`config.mk`:
```
export PLATFORM = sky130hd
export DESIGN_NAME = servo_sequence_supervisor
export DESIGN_NICKNAME = d
export VERILOG_FILES = /design/src/servo_seq_pkg.sv /design/src/servo_sequence_supervisor.sv
export VERILOG_INCLUDE_DIRS = /design/src
export SDC_FILE = /design/constraint.sdc
export NUM_CORES = 1
export LEC_CHECK = 0
export BUFFER_PORTS_ARGS = -buffer_cell sky130_fd_sc_hd__buf_2
export CAP_MARGIN = 5
export CORE_MARGIN = 2
export CORE_UTILIZATION = 40
export CTS_CLUSTER_SIZE = 20
export DETAILED_ROUTE_END_ITERATION = 7
export PLACE_DENSITY_LB_ADDON = 0.12
export SETUP_SLACK_MARGIN = 0.4
export SYNTH_ARGS = -nofsm -noshare
export SYNTH_HDL_FRONTEND = slang
export SYNTH_SLANG_ARGS = --single-unit
```
`constraint.sdc`:
```
create_clock -name clk_i -period 8 [get_ports clk_i]
set_input_delay 0.8 -clock clk_i [delete_from_list [all_inputs] [get_ports clk_i]]
set_output_delay 0.8 -clock clk_i [all_outputs]
set_load 0.02 [all_outputs]
```
`src/servo_seq_cfg.svh`:
```
`ifndef SERVO_SEQ_CFG_SVH
`define SERVO_SEQ_CFG_SVH
// Register word offsets (byte addresses)
`define ADR_INPOS 8'h00
`define ADR_ZSPD 8'h04
`define ADR_OVFL 8'h08
`define ADR_OVDIS 8'h0c
`define ADR_PSTOP 8'h10
`define ADR_ASTOP 8'h14
`define ADR_SOFF 8'h18
`define ADR_BRK 8'h1c
`define ADR_WSEL 8'h20
`define ADR_ROT 8'h24
`define ADR_STAT 8'h28
`define ADR_IRQ 8'h2c
`define ADR_MASK 8'h30
`define ADR_LOAD 8'h34
// Reset values
`define RST_INPOS 16'h0019
`define RST_ZSPD 16'h0014
`define RST_OVFL 16'h0064
`define RST_ROT 16'h0032
`define RST_BRK 7'h0a
// Speed hysteresis in r/min
`define HYST_RPM 16'h000a
// Encoder lines and quadrature factor
`define ENC_LINES 2500
`define ENC_MULT 4
// Overflow unit is 256 pulses
`define OVF_SHIFT 8
// Brake time unit in ms and clock rate in kHz
`define BRK_UNIT_MS 2
`define CLK_KHZ 10000
`define BRK_TICK_CYC (`BRK_UNIT_MS * `CLK_KHZ)
// Interrupt bits
`define IRQ_OVF 0
`define IRQ_INP 1
`define IRQ_SOFF 2
`define IRQ_W 3
`endif

```
`src/servo_seq_pkg.sv`:
```
package servo_seq_pkg;
    typedef enum logic [3:0]
    {
        ST_RUN = 4'b0001,
        ST_DECEL = 4'b0010,
        ST_BRAKE = 4'b0100,
        ST_OFF = 4'b1000
    } seq_state_e;
endpackage : servo_seq_pkg

```
`src/servo_sequence_supervisor.sv`:
```
// The Wishbone register port and the placing of the registers were decided locally.
`timescale 1ns/1ps
`default_nettype none
`include "servo_seq_cfg.svh"

module servo_sequence_supervisor
    import servo_seq_pkg::*;
(
    input wire logic clk_i, // 10 MHz clock
    input wire logic rst_i, // Sync reset, high
    input wire logic ce_i, // Clock enable
    input wire logic [7:0] adr_i, // Wishbone address
    input wire logic [31:0] dat_i, // Write data
    output logic [31:0] dat_o, // Read data
    input wire logic we_i, // Write enable
    input wire logic [3:0] sel_i, // Byte selects
    input wire logic cyc_i, // Cycle
    input wire logic stb_i, // Strobe
    output logic ack_o, // Acknowledge
    output logic irq_o, // Interrupt level
    input wire logic cmd_up_i, // Command pulse up
    input wire logic cmd_dn_i, // Command pulse down
    input wire logic enc_a_i, // Encoder phase A
    input wire logic enc_b_i, // Encoder phase B
    input wire logic signed [15:0] speed_i, // Motor speed r/min
    input wire logic run_i, // Run command
    input wire logic fwd_prohibit_in, // Forward prohibit
    input wire logic rev_prohibit_i, // Reverse prohibit
    input wire logic ext_alarm_i, // Other alarm source
    input wire logic speed_mode_i, // 1: internal speed mode
    output logic positioning_done_out, // Positioning done
    output logic rotation_detect_out, // Rotation detect
    output logic warn_o, // Warning output
    output logic brake_interlock_out, // Brake release
    output logic servo_on_o, // Power stage on
    output logic dyn_brake_o, // Dynamic brake on
    output logic fwd_torque_en_o, // Forward torque allowed
    output logic rev_torque_en_o, // Reverse torque allowed
    output logic zero_speed_cmd_o, // Zero speed designation
    output logic servo_lock_o, // Position hold
    output logic alarm_o // Alarm active
);

    // ************************************************
    // Register storage
    // ************************************************
    logic [15:0] in_position_range_q, zero_speed_threshold_q, deviation_overflow_level_q;
    logic [15:0] rot_threshold_q;
    logic overflow_alarm_disable_q;
    logic [1:0] prohibit_stop_select_q, alarm_stop_select_q;
    logic [2:0] servo_off_stop_select_q;
    logic [6:0] stopped_brake_delay_q;
    logic warning_output_select_q;
    // Active copies, loaded only at power-up load
    logic [15:0] a_inpos_q, a_zspd_q, a_ovfl_q, a_rot_q;
    logic a_ovdis_q, a_wsel_q;
    logic [1:0] a_pstop_q, a_astop_q;
    logic [2:0] a_soff_q;
    logic [6:0] a_brk_q;
    logic loaded_q;
    logic [3:0] irq_stat_q, irq_mask_q;
    logic signed [31:0] dev_q;
    logic [31:0] dev_abs;
    logic ovf_alarm_q, zero_q, inp_ev;
    logic [15:0] spd_abs;
    seq_state_e st_q;
    logic wr, rd_hit, load_wr;
    logic [31:0] rd_d;

    // Writes land at the edge where the master samples ack high
    assign wr = cyc_i & stb_i & we_i & ack_o & sel_i[0];
    assign load_wr = wr & (adr_i == `ADR_LOAD) & dat_i[0];

    // Wishbone ack, one cycle per request
    always_ff @(posedge clk_i)
    begin
        if (rst_i)
            ack_o <= 1'b0;
        else if (ce_i)
            ack_o <= cyc_i & stb_i & ~ack_o;
    end

    // Setting registers writes
    always_ff @(posedge clk_i)
    begin
        if (rst_i)
        begin
            in_position_range_q <= `RST_INPOS;
            zero_speed_threshold_q <= `RST_ZSPD;
            deviation_overflow_level_q <= `RST_OVFL;
            rot_threshold_q <= `RST_ROT;
            overflow_alarm_disable_q <= 1'b0;
            prohibit_stop_select_q <= 2'h0;
            alarm_stop_select_q <= 2'h0;
            servo_off_stop_select_q <= 3'h0;
            stopped_brake_delay_q <= `RST_BRK;
            warning_output_select_q <= 1'b0;
        end
        else if (ce_i && wr)
        begin
            case (adr_i)
                `ADR_INPOS: in_position_range_q <= {1'b0, dat_i[14:0]};
                `ADR_ZSPD: zero_speed_threshold_q <= dat_i[15:0];
                `ADR_OVFL: deviation_overflow_level_q <= {1'b0, dat_i[14:0]};
                `ADR_ROT: rot_threshold_q <= dat_i[15:0];
                `ADR_OVDIS: overflow_alarm_disable_q <= dat_i[0];
                `ADR_PSTOP: prohibit_stop_select_q <= (dat_i[1:0] == 2'h3) ? 2'h2 : dat_i[1:0];
                `ADR_ASTOP: alarm_stop_select_q <= dat_i[1:0];
                `ADR_SOFF: servo_off_stop_select_q <= dat_i[2:0];
                `ADR_BRK: stopped_brake_delay_q <= dat_i[6:0];
                `ADR_WSEL: warning_output_select_q <= dat_i[0];
                default: ;
            endcase
        end
    end

    // Active settings take effect only at reset and at the first load after reset
    always_ff @(posedge clk_i)
    begin
        if (rst_i)
        begin
            a_inpos_q <= `RST_INPOS;
            a_zspd_q <= `RST_ZSPD;
            a_ovfl_q <= `RST_OVFL;
            a_rot_q <= `RST_ROT;
            a_ovdis_q <= 1'b0;
            a_wsel_q <= 1'b0;
            a_pstop_q <= 2'h0;
            a_astop_q <= 2'h0;
            a_soff_q <= 3'h0;
            a_brk_q <= `RST_BRK;
            loaded_q <= 1'b0;
        end
        else if (ce_i && load_wr && !loaded_q)
        begin
            a_inpos_q <= in_position_range_q;
            a_zspd_q <= zero_speed_threshold_q;
            a_ovfl_q <= deviation_overflow_level_q;
            a_rot_q <= rot_threshold_q;
            a_ovdis_q <= overflow_alarm_disable_q;
            a_wsel_q <= warning_output_select_q;
            a_pstop_q <= prohibit_stop_select_q;
            a_astop_q <= alarm_stop_select_q;
            a_soff_q <= servo_off_stop_select_q;
            a_brk_q <= stopped_brake_delay_q;
            loaded_q <= 1'b1;
        end
    end

    // ************************************************
    // Deviation counter
    // ************************************************
    logic [1:0] enc_q;
    logic enc_step, enc_dir, dev_clr;
    // Every edge of A or B is one count, four per line
    assign enc_step = (enc_q[0] ^ enc_a_i) | (enc_q[1] ^ enc_b_i);
    assign enc_dir = enc_q[0] ^ enc_b_i;
    assign dev_clr = alarm_o
        | ((st_q != ST_RUN) && !a_soff_q[2]);

    always_ff @(posedge clk_i)
    begin
        if (rst_i)
            enc_q <= {enc_b_i, enc_a_i}; // Follows pins, no false edge after reset
        else if (ce_i)
            enc_q <= {enc_b_i, enc_a_i};
    end

    // Commands add, feedback subtracts
    always_ff @(posedge clk_i)
    begin
        if (rst_i)
            dev_q <= 32'sh0;
        else if (ce_i)
        begin
            if (dev_clr)
                dev_q <= 32'sh0;
            else
                dev_q <= dev_q + {{31{cmd_dn_i & ~cmd_up_i}}, cmd_up_i ^ cmd_dn_i}
                    - {{31{enc_step & ~enc_dir}}, enc_step};
        end
    end

    assign dev_abs = dev_q[31] ? 32'(-dev_q) : 32'(dev_q);
    assign spd_abs = speed_i[15] ? 16'(-speed_i) : 16'(speed_i);

    // ************************************************
    // Detection outputs
    // ************************************************
    always_ff @(posedge clk_i)
    begin
        if (rst_i)
            positioning_done_out <= 1'b0;
        else if (ce_i)
            positioning_done_out <= dev_abs < {16'h0, a_inpos_q};
    end

    // Zero speed with hysteresis band
    always_ff @(posedge clk_i)
    begin
        if (rst_i)
            zero_q <= 1'b1;
        else if (ce_i)
        begin
            if (spd_abs < a_zspd_q)
                zero_q <= 1'b1;
            else if ({1'b0, spd_abs} >= {1'b0, a_zspd_q} + {1'b0, `HYST_RPM})
                zero_q <= 1'b0;
        end
    end

    always_ff @(posedge clk_i)
    begin
        if (rst_i)
            warn_o <= 1'b0;
        else if (ce_i)
            warn_o <= a_wsel_q & zero_q;
    end

    // Rotation detect, only in speed mode
    always_ff @(posedge clk_i)
    begin
        if (rst_i)
            rotation_detect_out <= 1'b0;
        else if (ce_i)
        begin
            if (!speed_mode_i)
                rotation_detect_out <= 1'b0;
            else if (spd_abs > a_rot_q)
                rotation_detect_out <= 1'b1;
            else if ({1'b0, spd_abs} + {1'b0, `HYST_RPM} <= {1'b0, a_rot_q})
                rotation_detect_out <= 1'b0;
        end
    end

    // Overflow alarm, latched until reset
    always_ff @(posedge clk_i)
    begin
        if (rst_i)
            ovf_alarm_q <= 1'b0;
        else if (ce_i && !a_ovdis_q)
        begin
            if (dev_abs > ({16'h0, a_ovfl_q} << `OVF_SHIFT))
                ovf_alarm_q <= 1'b1;
        end
    end

    always_ff @(posedge clk_i)
    begin
        if (rst_i)
            alarm_o <= 1'b0;
        else if (ce_i)
            alarm_o <= (ovf_alarm_q & ~a_ovdis_q) | ext_alarm_i;
    end

    // ************************************************
    // Stop sequence
    // ************************************************
    logic [1:0] stop_sel;
    logic [15:0] tick_q;
    logic [6:0] brk_cnt_q;
    // Alarm wins over servo-off
    assign stop_sel = alarm_o ? a_astop_q : a_soff_q[1:0];

    always_ff @(posedge clk_i)
    begin
        if (rst_i)
        begin
            st_q <= ST_RUN;
            tick_q <= 16'h0;
            brk_cnt_q <= 7'h0;
        end
        else if (ce_i)
        begin
            case (st_q)
                ST_RUN:
                begin
                    tick_q <= 16'h0;
                    brk_cnt_q <= 7'h0;
                    if (alarm_o || (!run_i && !zero_q))
                        st_q <= ST_DECEL;
                    else if (!run_i)
                        st_q <= ST_BRAKE;
                end
                ST_DECEL:
                    if (zero_q)
                        st_q <= ST_OFF;
                ST_BRAKE:
                begin
                    if (brk_cnt_q >= a_brk_q)
                        st_q <= ST_OFF;
                    else if (tick_q == 16'(`BRK_TICK_CYC - 1))
                    begin
                        tick_q <= 16'h0;
                        brk_cnt_q <= brk_cnt_q + 7'h1;
                    end
                    else
                        tick_q <= tick_q + 16'h1;
                end
                ST_OFF:
                    if (run_i && !alarm_o)
                        st_q <= ST_RUN;
                default: st_q <= ST_RUN;
            endcase
        end
    end

    // Power stage and brake outputs
    always_ff @(posedge clk_i)
    begin
        if (rst_i)
        begin
            servo_on_o <= 1'b0;
            dyn_brake_o <= 1'b0;
            brake_interlock_out <= 1'b0;
        end
        else if (ce_i)
        begin
            servo_on_o <= (st_q == ST_RUN) | (st_q == ST_BRAKE);
            brake_interlock_out <= (st_q == ST_RUN) && run_i;
            case (st_q)
                ST_DECEL: dyn_brake_o <= ~stop_sel[0];
                ST_OFF: dyn_brake_o <= ~stop_sel[1];
                ST_RUN: dyn_brake_o <= (fwd_prohibit_in | rev_prohibit_i)
                    && a_pstop_q == 2'h0;
                default: dyn_brake_o <= 1'b0;
            endcase
        end
    end

    // Drive prohibit handling
    always_ff @(posedge clk_i)
    begin
        if (rst_i)
        begin
            fwd_torque_en_o <= 1'b0;
            rev_torque_en_o <= 1'b0;
            zero_speed_cmd_o <= 1'b0;
            servo_lock_o <= 1'b0;
        end
        else if (ce_i)
        begin
            fwd_torque_en_o <= (st_q == ST_RUN) && !(fwd_prohibit_in && a_pstop_q != 2'h2);
            rev_torque_en_o <= (st_q == ST_RUN) && !(rev_prohibit_i && a_pstop_q != 2'h2);
            zero_speed_cmd_o <= (fwd_prohibit_in | rev_prohibit_i) && a_pstop_q == 2'h2
                && speed_mode_i;
            servo_lock_o <= (fwd_prohibit_in | rev_prohibit_i) && a_pstop_q == 2'h2
                && !speed_mode_i;
        end
    end

    // ************************************************
    // Interrupts and read back
    // ************************************************
    assign inp_ev = dev_abs < {16'h0, a_inpos_q} && !positioning_done_out;

    // Sticky status, set wins over write-one clear
    always_ff @(posedge clk_i)
    begin
        if (rst_i)
            irq_stat_q <= 4'h0;
        else if (ce_i)
            irq_stat_q <= (irq_stat_q
                & ~((wr && adr_i == `ADR_IRQ) ? {1'b0, dat_i[`IRQ_W-1:0]} : 4'h0))
                | {1'b0, st_q == ST_OFF && servo_on_o, inp_ev, ovf_alarm_q};
    end

    always_ff @(posedge clk_i)
    begin
        if (rst_i)
            irq_mask_q <= 4'h0;
        else if (ce_i && wr && adr_i == `ADR_MASK)
            irq_mask_q <= dat_i[3:0];
    end

    always_ff @(posedge clk_i)
    begin
        if (rst_i)
            irq_o <= 1'b0;
        else if (ce_i)
            irq_o <= |(irq_stat_q & irq_mask_q);
    end

    // Read mux
    always_comb
    begin
        rd_d = 32'h0;
        case (adr_i)
            `ADR_INPOS: rd_d = {16'h0, in_position_range_q};
            `ADR_ZSPD: rd_d = {16'h0, zero_speed_threshold_q};
            `ADR_OVFL: rd_d = {16'h0, deviation_overflow_level_q};
            `ADR_ROT: rd_d = {16'h0, rot_threshold_q};
            `ADR_OVDIS: rd_d = {31'h0, overflow_alarm_disable_q};
            `ADR_PSTOP: rd_d = {30'h0, prohibit_stop_select_q};
            `ADR_ASTOP: rd_d = {30'h0, alarm_stop_select_q};
            `ADR_SOFF: rd_d = {29'h0, servo_off_stop_select_q};
            `ADR_BRK: rd_d = {25'h0, stopped_brake_delay_q};
            `ADR_WSEL: rd_d = {31'h0, warning_output_select_q};
            `ADR_STAT: rd_d = {st_q, 20'h0, loaded_q, alarm_o, zero_q, positioning_done_out,
                dev_abs[3:0]};
            `ADR_IRQ: rd_d = {28'h0, irq_stat_q};
            `ADR_MASK: rd_d = {28'h0, irq_mask_q};
            `ADR_LOAD: rd_d = {31'h0, loaded_q};
            default: rd_d = 32'h0;
        endcase
    end
    assign rd_hit = cyc_i & stb_i & ~ack_o;

    always_ff @(posedge clk_i)
    begin
        if (rst_i)
            dat_o <= 32'h0;
        else if (ce_i && rd_hit)
            dat_o <= rd_d;
    end

    // ************************************************
    // Checks
    // ************************************************
    property p_ovf;
        @(posedge clk_i) disable iff (rst_i)
        ce_i && !a_ovdis_q && dev_abs > ({16'h0, a_ovfl_q} << `OVF_SHIFT) |=> ovf_alarm_q;
    endproperty
    a_ovf: assert property (p_ovf) else $error("overflow alarm missed");

    property p_ovdis;
        @(posedge clk_i) disable iff (rst_i)
        a_ovdis_q && !ext_alarm_i && ce_i |=> !alarm_o;
    endproperty
    a_ovdis: assert property (p_ovdis) else $error("disabled alarm raised");

    property p_inp;
        @(posedge clk_i) disable iff (rst_i)
        ce_i |=> positioning_done_out == ($past(dev_abs) < {16'h0, $past(a_inpos_q)});
    endproperty
    a_inp: assert property (p_inp) else $error("done output wrong");

    property p_warn;
        @(posedge clk_i) disable iff (rst_i)
        ce_i && !a_wsel_q |=> !warn_o;
    endproperty
    a_warn: assert property (p_warn) else $error("warning without select");

    property p_zero;
        @(posedge clk_i) disable iff (rst_i)
        ce_i && spd_abs < a_zspd_q |=> zero_q;
    endproperty
    a_zero: assert property (p_zero) else $error("zero speed missed");

    property p_rot;
        @(posedge clk_i) disable iff (rst_i)
        ce_i && speed_mode_i && spd_abs > a_rot_q |=> rotation_detect_out;
    endproperty
    a_rot: assert property (p_rot) else $error("rotation missed");

    property p_clr;
        @(posedge clk_i) disable iff (rst_i)
        ce_i && alarm_o |=> dev_q == 32'sh0;
    endproperty
    a_clr: assert property (p_clr) else $error("deviation not cleared");

    property p_brk;
        @(posedge clk_i) disable iff (rst_i)
        ce_i && st_q == ST_BRAKE |=> !brake_interlock_out;
    endproperty
    a_brk: assert property (p_brk) else $error("brake not applied");

endmodule : servo_sequence_supervisor
`default_nettype wire

```
==> key figures, run 1 <==
Run status
  • Outcome: complete, no violations

Clocking
  • Clk sinks: 260
  • Clock latency on the worst-skew pair: 0.60 ns
  • Setup bufs post-CTS: 0
  • CTS tree: yes
  • CTS buffer count: 31
  • Clock root buffer: clkbuf_16
  • Clk slew on worst S/H paths: 0.06 ns
  • CTS Buffer Depth: 3
  • Post-CTS sizing: 0
  • # hold bufs at CTS: 0
  • H-tree levels: 1

Min path
  • Worst hold path class: primary input to flip-flop

Timing
  • Tcrit/Tclk final: 0.6373
  • Setup violations, final: 0
  • Rel. slew slack: 0.1747
  • Max frequency: 196.1 MHz
  • Clock skew: 0.02768 ns
  • Hold WS: 0.4108 ns
  • Final setup TNS: 0 ns
  • Tmin final: 5.098 ns
  • RSZ-0062 raised after global routing: no
  • Fin. max-slew vios: 0
  • Worst slew pin tran: 1.231 ns
  • Final hold viol count: 0

GRT
  • Largest net degree at the start of global routing: 92
  • Vias in the first global route: 14540
  • M2 GR Usage: 0.3618
  • First-pass GRT wire length: 79.22 mm
  • M1 GR Usage: 0.3154
  • Met3 Usage GRT: 0.03449
  • Initial antenna violation count: 3
  • Grt ovf: 0
  • GR Util All Layers: 0.2265
  • GR peak layer: met2

Floorplan
  • Initial Util: 0.4059
  • Core Box Area: 0.04083 mm2
  • Core Rows: 74
  • Die area: 0.04308 mm2
  • Die width: 207.6 um
  • Io pins: 120
  • DIE HEIGHT: 207.6 um

Synthesis
  • Top_reg_cell synth: dfxtp_1
  • Yosys reg bits: 260
  • EDFF count, synth: 2
  • Synth Area in Compound Gates: 0.2060
  • Simple-gate share of the synthesized area: 0.2003
  • Post-Synthesis Cells: 2122
  • Synth Warn #: 0
  • Synth cell types: 78
  • Sequential share of the synthesized area: 0.3153
  • Synth Area in Adders: 0.1416
  • Cell Area, Synth: 0.01657 mm2
  • Synth Area in XOR/XNOR: 0.05232
  • Syn Area/Cell: 7.810 um2
  • Async set-or-reset flop fraction in the synthesized netlist: 0
  • Post-synthesis mux area share: 0.01268
  • Largest family of logic cells by synthesized area: compound AO/OA/AOI/OAI gates

Layout
  • Register Area: 0.005225 mm2
  • Area grow syn2layout: 11.33%
  • Fin nets: 2413
  • Multi-input gate area: 0.01024 mm2
  • FILL cells: 4162
  • Share of cells above drive strength 1: 0.07847
  • Fin util: 0.4519

Placement
  • DP HPWL: 37.30 mm
  • Placer Congestion: 0.8945
  • IO Port Bufs: 88

Worst setup path
  • Critical path class: flip-flop to flip-flop
  • Crit path launch type: flip-flop
  • Crit path arrival time: 5.58 ns
  • WP data required: 8.48 ns
  • Critical Path End Type: flip-flop
  • Max Fanout on Critical Path: 18

Drt
  • DR pass1 iterations: 5
  • Wire length per cell: 18.35 um
  • Via/cell ratio: 5.523
  • DRC violations left: 0
  • ANT nets after route: 0
  • Final WL: 50.05 mm
  • Vias: 15060
  • DR iter-0 viols: 1059

Pwr
  • Power, Total: 0.005128 W
  • Lkg Pwr: 7.205 nW
  • Max rail drop VDD: 0.1709 mV
  • Pwr/cell area: 277.9 mW/mm2

Run
  • # Max-Cap Violations: 0
[cell type report]
type	instances	area share
Tap cell	532	0.03608
Clock inverter	8	0.005221
Inverter	197	0.04008
Multi-Input combinational cell	1573	0.5548
Clock buffer	48	0.04876
Timing Repair Buffer	106	0.03153
Sequential cell	260	0.2832
Antenna cell	3	0.0004069
[flip-flops by register name, summed over array words and instances, names as in the netlist, 3 cells and up]
| register | count |
|---|---|
| dev_q | 32 |
| a_soff_q | 3 |
| a_inpos_q | 15 |
| a_zspd_q | 16 |
| rot_threshold_q | 16 |
| servo_off_stop_select_q | 3 |
| dat_o | 20 |
| zero_speed_threshold_q | 16 |
| stopped_brake_delay_q | 7 |
| irq_mask_q | 4 |
| a_rot_q | 16 |
| a_ovfl_q | 15 |
| brk_cnt_q | 7 |
| a_brk_q | 7 |
| in_position_range_q | 15 |
| st_q | 4 |
| deviation_overflow_level_q | 15 |
| tick_q | 16 |
| irq_stat_q | 3 |
[cells in the final DEF (no fill, tap or decap), types with 31 or more instances in the layout]
cell type	count
clkbuf_16	31
inv_1	196
nand3_1	52
nand2_1	369
a21o_1	32
o21ai_0	66
nor2_1	119
fa_1	31
xnor2_1	75
dfxtp_1	258
a22oi_1	37
a21oi_1	223
buf_2	87
ha_1	138
nor3_1	34
[critical path, cell delays in order, from the launching register on]
cell and delay [ns]:
edfxtp_1 0.42, xnor2_1 0.20, a21oi_4 0.79, buf_4 0.44, fa_1 0.46, inv_1 0.11
fa_1 0.22, a21oi_1 0.10, o22ai_1 0.27, o211ai_1 0.17, a31oi_1 0.45, o2111ai_1 0.21
a2111oi_0 0.70, nor3_1 0.09, o32ai_1 0.36
[kinds of logic (layout without fill, tap and decap cells)]
kind of cell,count (synthesis),count (layout)
simple gates,730,730
compound gates,542,542
buf+inv,300,359
flops,260,260
fa+ha+maj,169,169
xor+xnor,99,99
mux,21,21
other cells,1,15
[stage by stage]
| stage | cells | setup slack [ns] | cell area, um2 |
|---|---|---|---|
| final | 2727 | 2.902 | 18450 |
| after floorplan | 2133 | 1.339 | 16610 |
| after CTS | 2724 | 2.955 | 18440 |
| after global routing | 2724 | 2.620 | 18440 |
| after global placement | 2668 | 2.585 | 17450 |
| after detailed placement | 2668 | 2.511 | 17450 |
[synthesized netlist by cell type, types with 15 or more instances]
cell type  number  area [um2]
a21o_1         32       240.2
a21oi_1       224        1121
a22oi_1        37       277.8
and3_1         15       93.84
clkbuf_1       87       326.6
dfxtp_1       258        5165
fa_1           31       620.6
ha_1          138        1727
inv_1         196       735.7
mux2i_1        21       210.2
nand2_1       369        1385
nand2b_1       18       112.6
nand3_1        53       265.3
nand4_1        21       131.4
nor2_1        119       446.7
nor3_1         37       185.2
nor4_1         17       106.4
o211ai_1       23       172.7
o21a_1         15       112.6
o21ai_0        66       330.3
o22ai_1        29       181.4
or3_1          19       118.9
xnor2_1        75       656.9
xor2_1         24       210.2
[final timing paths]
path                                               from                      end  slack (ns)  cells after the start
worst min-delay path                            enc_a_i       enc_q[0]$_DFFE_PP_        0.41                      1
worst max-delay path                 enc_q[0]$_DFFE_PP_   dev_q[30]$_SDFFE_PP0P_        2.90                     14
worst min register to register  a_rot_q[3]$_SDFFE_PP0P_  a_rot_q[3]$_SDFFE_PP0P_        0.45                      2
worst max register to register       enc_q[0]$_DFFE_PP_   dev_q[30]$_SDFFE_PP0P_        2.90                     14
[power by group]
part           internal [W]  leakage (nW)  switching [W]
logic              0.000900          4.61        0.00135
clock network      0.000830         0.487       0.000577
registers           0.00136          2.11       0.000109
[layer usage]
metal | wire length, um | vias to the layer above
met5 | 14 | -
met4 | 1394 | 2
met3 | 2554 | 71
met2 | 22180 | 352
met1 | 23900 | 7169
li1 | - | 7466
No activity file was read; power rests on OpenSTA's default activity.
==> run 2, diff against run 1 <==
- clock period: 8 -> 5.3 ns (I/O delays scaled with it)
==> key figures, run 2 (same netlist as run 1, synthesis figures left out) <==
Pwr
  • Seq pwr share: 0.287 (about the same)
  • Power share of the combinational group: 0.447 (+0.009)
  • Power, Total: 0.007745 W (+51%)
  • Pwr/cell area: 420.1 mW/mm2 (+51%)
  • Lkg Pwr: 7.197 nW (-0.11%)
  • Max rail drop VDD: 0.2234 mV (+31%)
  • Switch Pwr: 0.003110 W (+53%)
  • Internal: 0.004635 W (+50%)
  • Clock Power Share: 0.266 (-0.008)
  • Switching Share: 0.4016 (+0.004914)

GRT
  • Vias in the first global route: 14250 (-2.0%)
  • Initial antenna violation count: 5 (+2)
  • Grt ovf: 0 (unchanged)
  • First-pass GRT wire length: 79.04 mm (-0.23%)
  • Largest net degree at the start of global routing: 98 (+6.5%)
  • GR Util All Layers: 0.2254 (-0.001150)

Clocking
  • Clock root buffer: clkbuf_16
  • # hold bufs at CTS: 0 (unchanged)
  • H-tree levels: 1 (unchanged)
  • CTS tree: yes
  • CTS buffer count: 31 (unchanged)
  • Setup bufs post-CTS: 0 (unchanged)
  • CTS Buffer Depth: 3 (unchanged)
  • Clk slew on worst S/H paths: 0.06 ns (about the same)
  • Clk sinks: 260 (unchanged)
  • Clock latency on the worst-skew pair: 0.58 ns (-0.02 ns)

Worst setup path
  • Critical path class: flip-flop to flip-flop
  • Max Fanout on Critical Path: 31 (+13)
  • R2R depth: 14 (unchanged)
  • Worst flop-to-flop path startpoint: enc_q[0]$_DFFE_PP_
  • Crit path arrival time: 5.07 ns (-0.51 ns)
  • Critical Path End Type: flip-flop
  • WP data required: 5.78 ns (-2.70 ns)
  • Reg2Reg Capture Point: dev_q[30]$_SDFFE_PP0P_
  • Crit path launch type: flip-flop
  • Setup slack, reg-to-reg: 0.71 ns (-2.19 ns)

Min path
  • Hold Startpoint: enc_a_i
  • Worst hold path class: primary input to flip-flop
  • WHS Endpoint: enc_q[0]$_DFFE_PP_
  • WHS Path Cells: 1 (unchanged)

Floorplan
  • Die width: 207.6 um (unchanged)
  • DIE HEIGHT: 207.6 um (unchanged)
  • Core Box Area: 0.04083 mm2 (unchanged)
  • Io pins: 120 (unchanged)
  • Die area: 0.04308 mm2 (unchanged)
  • Initial Util: 0.4059 (unchanged)
  • Core Rows: 74 (unchanged)

Timing
  • Setup violations, final: 0 (unchanged)
  • Final hold viol count: 0 (unchanged)
  • Clock skew: 0.01126 ns (-0.01642 ns)
  • Fin. max-slew vios: 0 (unchanged)
  • Max frequency: 217.7 MHz (+11%)
  • Tcrit/Tclk final: 0.8665 (+0.2292)
  • Tmin final: 4.593 ns (-0.5058 ns)
  • Worst slew pin tran: 1.284 ns (+0.05246 ns)
  • Final setup TNS: 0 ns (unchanged)
  • RSZ-0062 raised after global routing: no
  • Final WS setup: 0.7074 ns (-2.194 ns)
  • Rel. slew slack: 0.1396 (-0.03516)

Layout
  • Commonest non-fill, non-tap cell in the layout: nand2_1
  • Share of cells above drive strength 1: 0.07903 (+0.0005644)
  • FILL cells: 4129 (-0.79%)
  • Multi-input gate area: 0.01024 mm2 (about the same)
  • Max FFs per register: 32 (unchanged)
  • Top flop regs: dev_q (32), dat_o (20)
  • Commonest non-fill, non-tap cells in the layout: nand2_1 (369), dfxtp_1 (258), a21oi_1 (223), inv_1 (196), ha_1 (138)
  • Fin util: 0.4516 (about the same)
  • Register Area: 0.005225 mm2 (unchanged)
  • Non-Filler Instances: 2724 (-0.11%)
  • Fin nets: 2415 (+0.083%)
  • Area grow syn2layout: 11.25% (about the same)
  • Reg with most FFs: dev_q

Drt
  • Vias: 15130 (+0.47%)
  • DR pass1 iterations: 7 (+2)
  • DRC violations left: 0 (unchanged)
  • ANT nets after route: 0 (unchanged)
  • DR iter-0 viols: 1128 (+6.5%)
  • Final WL: 49.50 mm (-1.1%)
  • Wire length per cell: 18.17 um (-0.98%)
  • Via/cell ratio: 5.555 (+0.58%)

Placement
  • DP Cell Count: 2670 (+0.075%)
  • IO Port Bufs: 88 (unchanged)
  • DP HPWL: 37.04 mm (-0.68%)
  • Placer Congestion: 0.9191 (+2.8%)
  • DP Worst Slack: 0.4043 ns (-2.106 ns)

Run status
  • Outcome: complete, no violations

Run
  • # Max-Cap Violations: 0 (unchanged)
## run 2: cell types whose count changed in the layout (fill, tap and decap cells not counted), sizes merged
cell / delta
buf: +2
clkbuf: -6
clkinv: +2
inv: -1
## run 2: worst max-delay path, stage by stage, from the launching register on
cell       delay (ns)
edfxtp_1         0.42
xnor2_1          0.31
a21oi_4          0.10
buf_12           0.21
fa_1             0.52
inv_1            0.05
ha_1             0.39
nand3_1          0.20
nor4_1           0.33
o211ai_1         0.19
a31oi_1          0.44
o2111ai_1        0.29
a2111oi_1        0.61
nor3_1           0.13
o32ai_1          0.28
## run 2: cell type report
cell class              count  area share
multi-input cells        1573      0.5555
flip-flops and latches    260      0.2834
inverters                 197     0.04011
clock inverters             9    0.005497
clock buffers              42     0.04594
repair buffers            108     0.03305
well taps                 532     0.03610
diodes                      3   0.0004072
## run 2: worst max path at each step
| stage | startpoint | endpoint | slack [ns] | depth (start not counted) |
|---|---|---|---|---|
| final | enc_q[0]$_DFFE_PP_ | dev_q[30]$_SDFFE_PP0P_ | 0.71 | 14 |
| after global routing | enc_q[0]$_DFFE_PP_ | dev_q[30]$_SDFFE_PP0P_ | 0.42 | 14 |
| after CTS | enc_q[0]$_DFFE_PP_ | dev_q[30]$_SDFFE_PP0P_ | 0.66 | 14 |
| after detailed placement | cmd_up_i | dev_q[30]$_SDFFE_PP0P_ | 0.40 | 15 |
| after global placement | cmd_up_i | dev_q[30]$_SDFFE_PP0P_ | 0.51 | 15 |
| after floorplan | enc_b_i | dev_q[30]$_SDFFE_PP0P_ | 0.86 | 14 |
## run 2: what timing repair did
action | in CTS | in global routing
hold endpoints to repair | 0 | 0
endpoints found under the setup margin | 0 | 1
gates resized for setup | 0 | 1
## run 2: power groups by stage
stage	sequential (W)	combinational, W	clock (W)
after global routing	0.00224	0.00389	0.00217
after detailed placement	0.00226	0.00340	0
after floorplan	0.00218	0.00266	0
after CTS	0.00222	0.00343	0.00210
final	0.00222	0.00346	0.00206
after global placement	0.00226	0.00334	0
## run 2: routing by layer
metal	track usage	share of wire
met2	0.3533	0.44
met5	0	0.00061
met1	0.3206	0.48
met4	0.05739	0.023
met3	0.03828	0.052
## run 2: per-stage QoR
step / hold WS (ns) / area (um2)
after CTS: 0.1251 / 18430
after global routing: 0.1373 / 18430
after floorplan: 0.4362 / 16630
after detailed placement: 0.4465 / 17480
after global placement: 0.4440 / 17480
final: 0.1555 / 18440
==> run 3, diff against run 2 <==
- clock period: 5.3 -> 3.7 ns (I/O delays scaled with it)
==> key figures, run 3 (same netlist as run 1, synthesis figures left out) <==
Placement
  • DP Worst Slack: -0.3314 ns (-0.7357 ns)
  • IO Port Bufs: 88 (unchanged)
  • DP HPWL: 39.53 mm (+6.7%)
  • Placed instance area: 0.01877 mm2 (+7.4%)
  • Placer Congestion: 0.9328 (+1.5%)

Worst setup path
  • WP data required: 4.16 ns (-1.62 ns)
  • Setup slack, reg-to-reg: -0.24 ns (-0.95 ns)
  • Critical Path End Type: flip-flop
  • Critical path class: flip-flop to flip-flop
  • Worst flop-to-flop path startpoint: enc_q[0]$_DFFE_PP_
  • Crit path launch type: flip-flop
  • R2R depth: 14 (unchanged)
  • Reg2Reg Capture Point: dev_q[31]$_SDFFE_PP0P_
  • Crit path arrival time: 4.40 ns (-0.67 ns)
  • Max Fanout on Critical Path: 10 (-68%)

Layout
  • Reg with most FFs: dev_q
  • Commonest non-fill, non-tap cell in the layout: nand2_1
  • Final instance area: 0.02064 mm2 (+12%)
  • Commonest non-fill, non-tap cells in the layout: nand2_1 (366), dfxtp_1 (256), a21oi_1 (209), inv_1 (190), buf_4 (175)
  • FILL cells: 3926 (-4.9%)
  • Fin nets: 2586 (+7.1%)
  • Max FFs per register: 32 (unchanged)
  • Area grow syn2layout: 24.51%
  • Register Area: 0.005228 mm2 (about the same)
  • Multi-input gate area: 0.01095 mm2 (+6.9%)
  • Top flop regs: dev_q (32), dat_o (20)
  • Share of cells above drive strength 1: 0.1889 (+0.1099)

GRT
  • Initial antenna violation count: 4 (-1)
  • Largest net degree at the start of global routing: 75 (-23%)
  • GR Util All Layers: 0.2386 (+0.01325)
  • First-pass GRT wire length: 84.17 mm (+6.5%)
  • Vias in the first global route: 15620 (+9.6%)
  • Grt ovf: 0 (unchanged)

Pwr
  • Max rail drop VDD: 0.4639 mV (+110%)
  • Clock Power Share: 0.232 (-0.034)
  • Internal: 0.008128 W (+75%)
  • Power share of the combinational group: 0.533 (+0.086)
  • Lkg Pwr: 8.268 nW (+15%)
  • Switching Share: 0.3941 (-0.007447)
  • Pwr/cell area: 650.1 mW/mm2 (+55%)
  • Switch Pwr: 0.005288 W (+70%)
  • Power, Total: 0.01342 W (+73%)
  • Seq pwr share: 0.235 (-0.052)

Floorplan
  • Die width: 207.6 um (unchanged)
  • DIE HEIGHT: 207.6 um (unchanged)
  • Initial Util: 0.4059 (unchanged)
  • Io pins: 120 (unchanged)
  • Core Box Area: 0.04083 mm2 (unchanged)
  • Die area: 0.04308 mm2 (unchanged)
  • Core Rows: 74 (unchanged)

Timing
  • Final WS setup: -0.2406 ns (-0.9480 ns)
  • Tcrit/Tclk final: 1.065 (+0.1985)
  • Max frequency: 253.8 MHz (+17%)
  • Fin. max-slew vios: 0 (unchanged)
  • Setup violations, final: 7 (+7)
  • Final setup TNS: -0.6363 ns (-0.6363 ns)
  • Worst slew pin tran: 0.9948 ns (-0.2889 ns)
  • RSZ-0062 raised after global routing: yes
  • Rel. slew slack: 0.3368 (+0.1972)
  • Clock skew: 0.02733 ns (+0.01607 ns)
  • Hold WS: 0.06118 ns (-0.09436 ns)
  • Tmin final: 3.941 ns (-0.6520 ns)
  • Final hold viol count: 0 (unchanged)

Run
  • # Max-Cap Violations: 0 (unchanged)

Drt
  • Wire length per cell: 18.02 um (-0.82%)
  • Via/cell ratio: 5.440 (-2.1%)
  • DRC violations left: 0 (unchanged)
  • Vias: 15790 (+4.3%)
  • Final WL: 52.30 mm (+5.7%)
  • DR iter-0 viols: 1049 (-7.0%)
  • ANT nets after route: 0 (unchanged)
  • DR pass1 iterations: 6 (-1)

Clocking
  • Clock latency on the worst-skew pair: 0.58 ns (about the same)
  • CTS tree: yes
  • Clk slew on worst S/H paths: 0.07 ns (about the same)
  • H-tree levels: 1 (unchanged)
  • Clock root buffer: clkbuf_16
  • CTS Buffer Depth: 3 (unchanged)
  • CTS buffer count: 31 (unchanged)
  • Clk sinks: 260 (unchanged)

Run status
  • Outcome: finished, violations left
  • Violated checks: negative setup slack

Min path
  • Worst hold path class: primary input to flip-flop
  • Hold Startpoint: enc_b_i
  • WHS Endpoint: enc_q[1]$_DFFE_PP_
  • WHS Path Cells: 1 (unchanged)
==> run 3: cell count changes in the layout (fill, tap and decap cells not counted), moves of 8 or more <==
cell      previous run  this run
ha_1               138       128
o21ai_0             66        52
clkinv_2             5        13
a21oi_1            223       209
buf_6                1        12
ha_4                 0        10
buf_4               19       175
a21oi_2              0        12
==> run 3: routing by layer <==
layer  vias to the layer above  global-route usage  wire length, um
met5                         -                   0               13
met4                         2             0.08030             1657
met3                        96             0.02375             2129
met2                       361              0.4068            25060
met1                      7505              0.3156            23440
li1                       7823                   -                -
==> run 3: metrics by stage <==
stage,utilization,cells
2_1_floorplan,-,2133
3_3_place_gp,0.4596,2824
3_5_place_dp,0.4596,2824
4_1_cts,0.4948,2889
5_1_grt,0.5053,2901
6_report,0.5054,2902
==> run 3: critical path, stage by stage, from the launching register on <==
cell and delay [ns]:
edfxtp_1 0.46, xnor2_2 0.26, a21oi_4 0.12, buf_12 0.17, fa_1 0.55, inv_2 0.06
ha_4 0.25, a211oi_4 0.24, o211ai_1 0.20, a211o_1 0.33, o21ba_4 0.22, a21o_1 0.20
a211o_1 0.30, mux2i_1 0.15, a211o_1 0.28
==> run 3: power groups by stage <==
stage / clock network [W] / logic [W] / registers [W]
floorplan: 0 / 0.00393 / 0.00313
global placement: 0 / 0.00604 / 0.00319
detailed placement: 0 / 0.00615 / 0.00320
CTS: 0.00317 / 0.00664 / 0.00314
global route: 0.00328 / 0.00783 / 0.00317
finish: 0.00311 / 0.00716 / 0.00315
==> run 3: worst max-delay path by stage <==
stage | from | slack [ns] | endpoint
floorplan | enc_q[0]$_DFFE_PP_ | -0.54 | dev_q[31]$_SDFFE_PP0P_
global placement | dev_q[6]$_SDFFE_PP0P_ | -0.31 | ovf_alarm_q$_SDFFE_PP0P_
detailed placement | enc_b_i | -0.33 | dev_q[30]$_SDFFE_PP0P_
CTS | dev_q[6]$_SDFFE_PP0P_ | -0.22 | ovf_alarm_q$_SDFFE_PP0P_
global route | enc_q[0]$_DFFE_PP_ | -0.40 | dev_q[30]$_SDFFE_PP0P_
finish | enc_q[0]$_DFFE_PP_ | -0.24 | dev_q[31]$_SDFFE_PP0P_
==> run 3: area by class of cell <==
class | instances | share of cell area
sequential | 260 | 0.2533
tap | 532 | 0.03226
antenna | 4 | 0.0004851
inverter | 197 | 0.03583
clock buffer | 35 | 0.03929
timing repair buffer | 279 | 0.09750
multi-input combinational | 1573 | 0.5304
clock inverter | 22 | 0.01091
==> run 3: what timing repair did <==
item / CTS / global route
gates cloned: 1 / 0
setup buffers: 6 / 9
resized for setup: 71 / 57
hold buffers: 1 / 0
setup endpoints to repair: 25 / 28
pin swaps: 29 / 21
endpoints found under the hold margin: 1 / 0
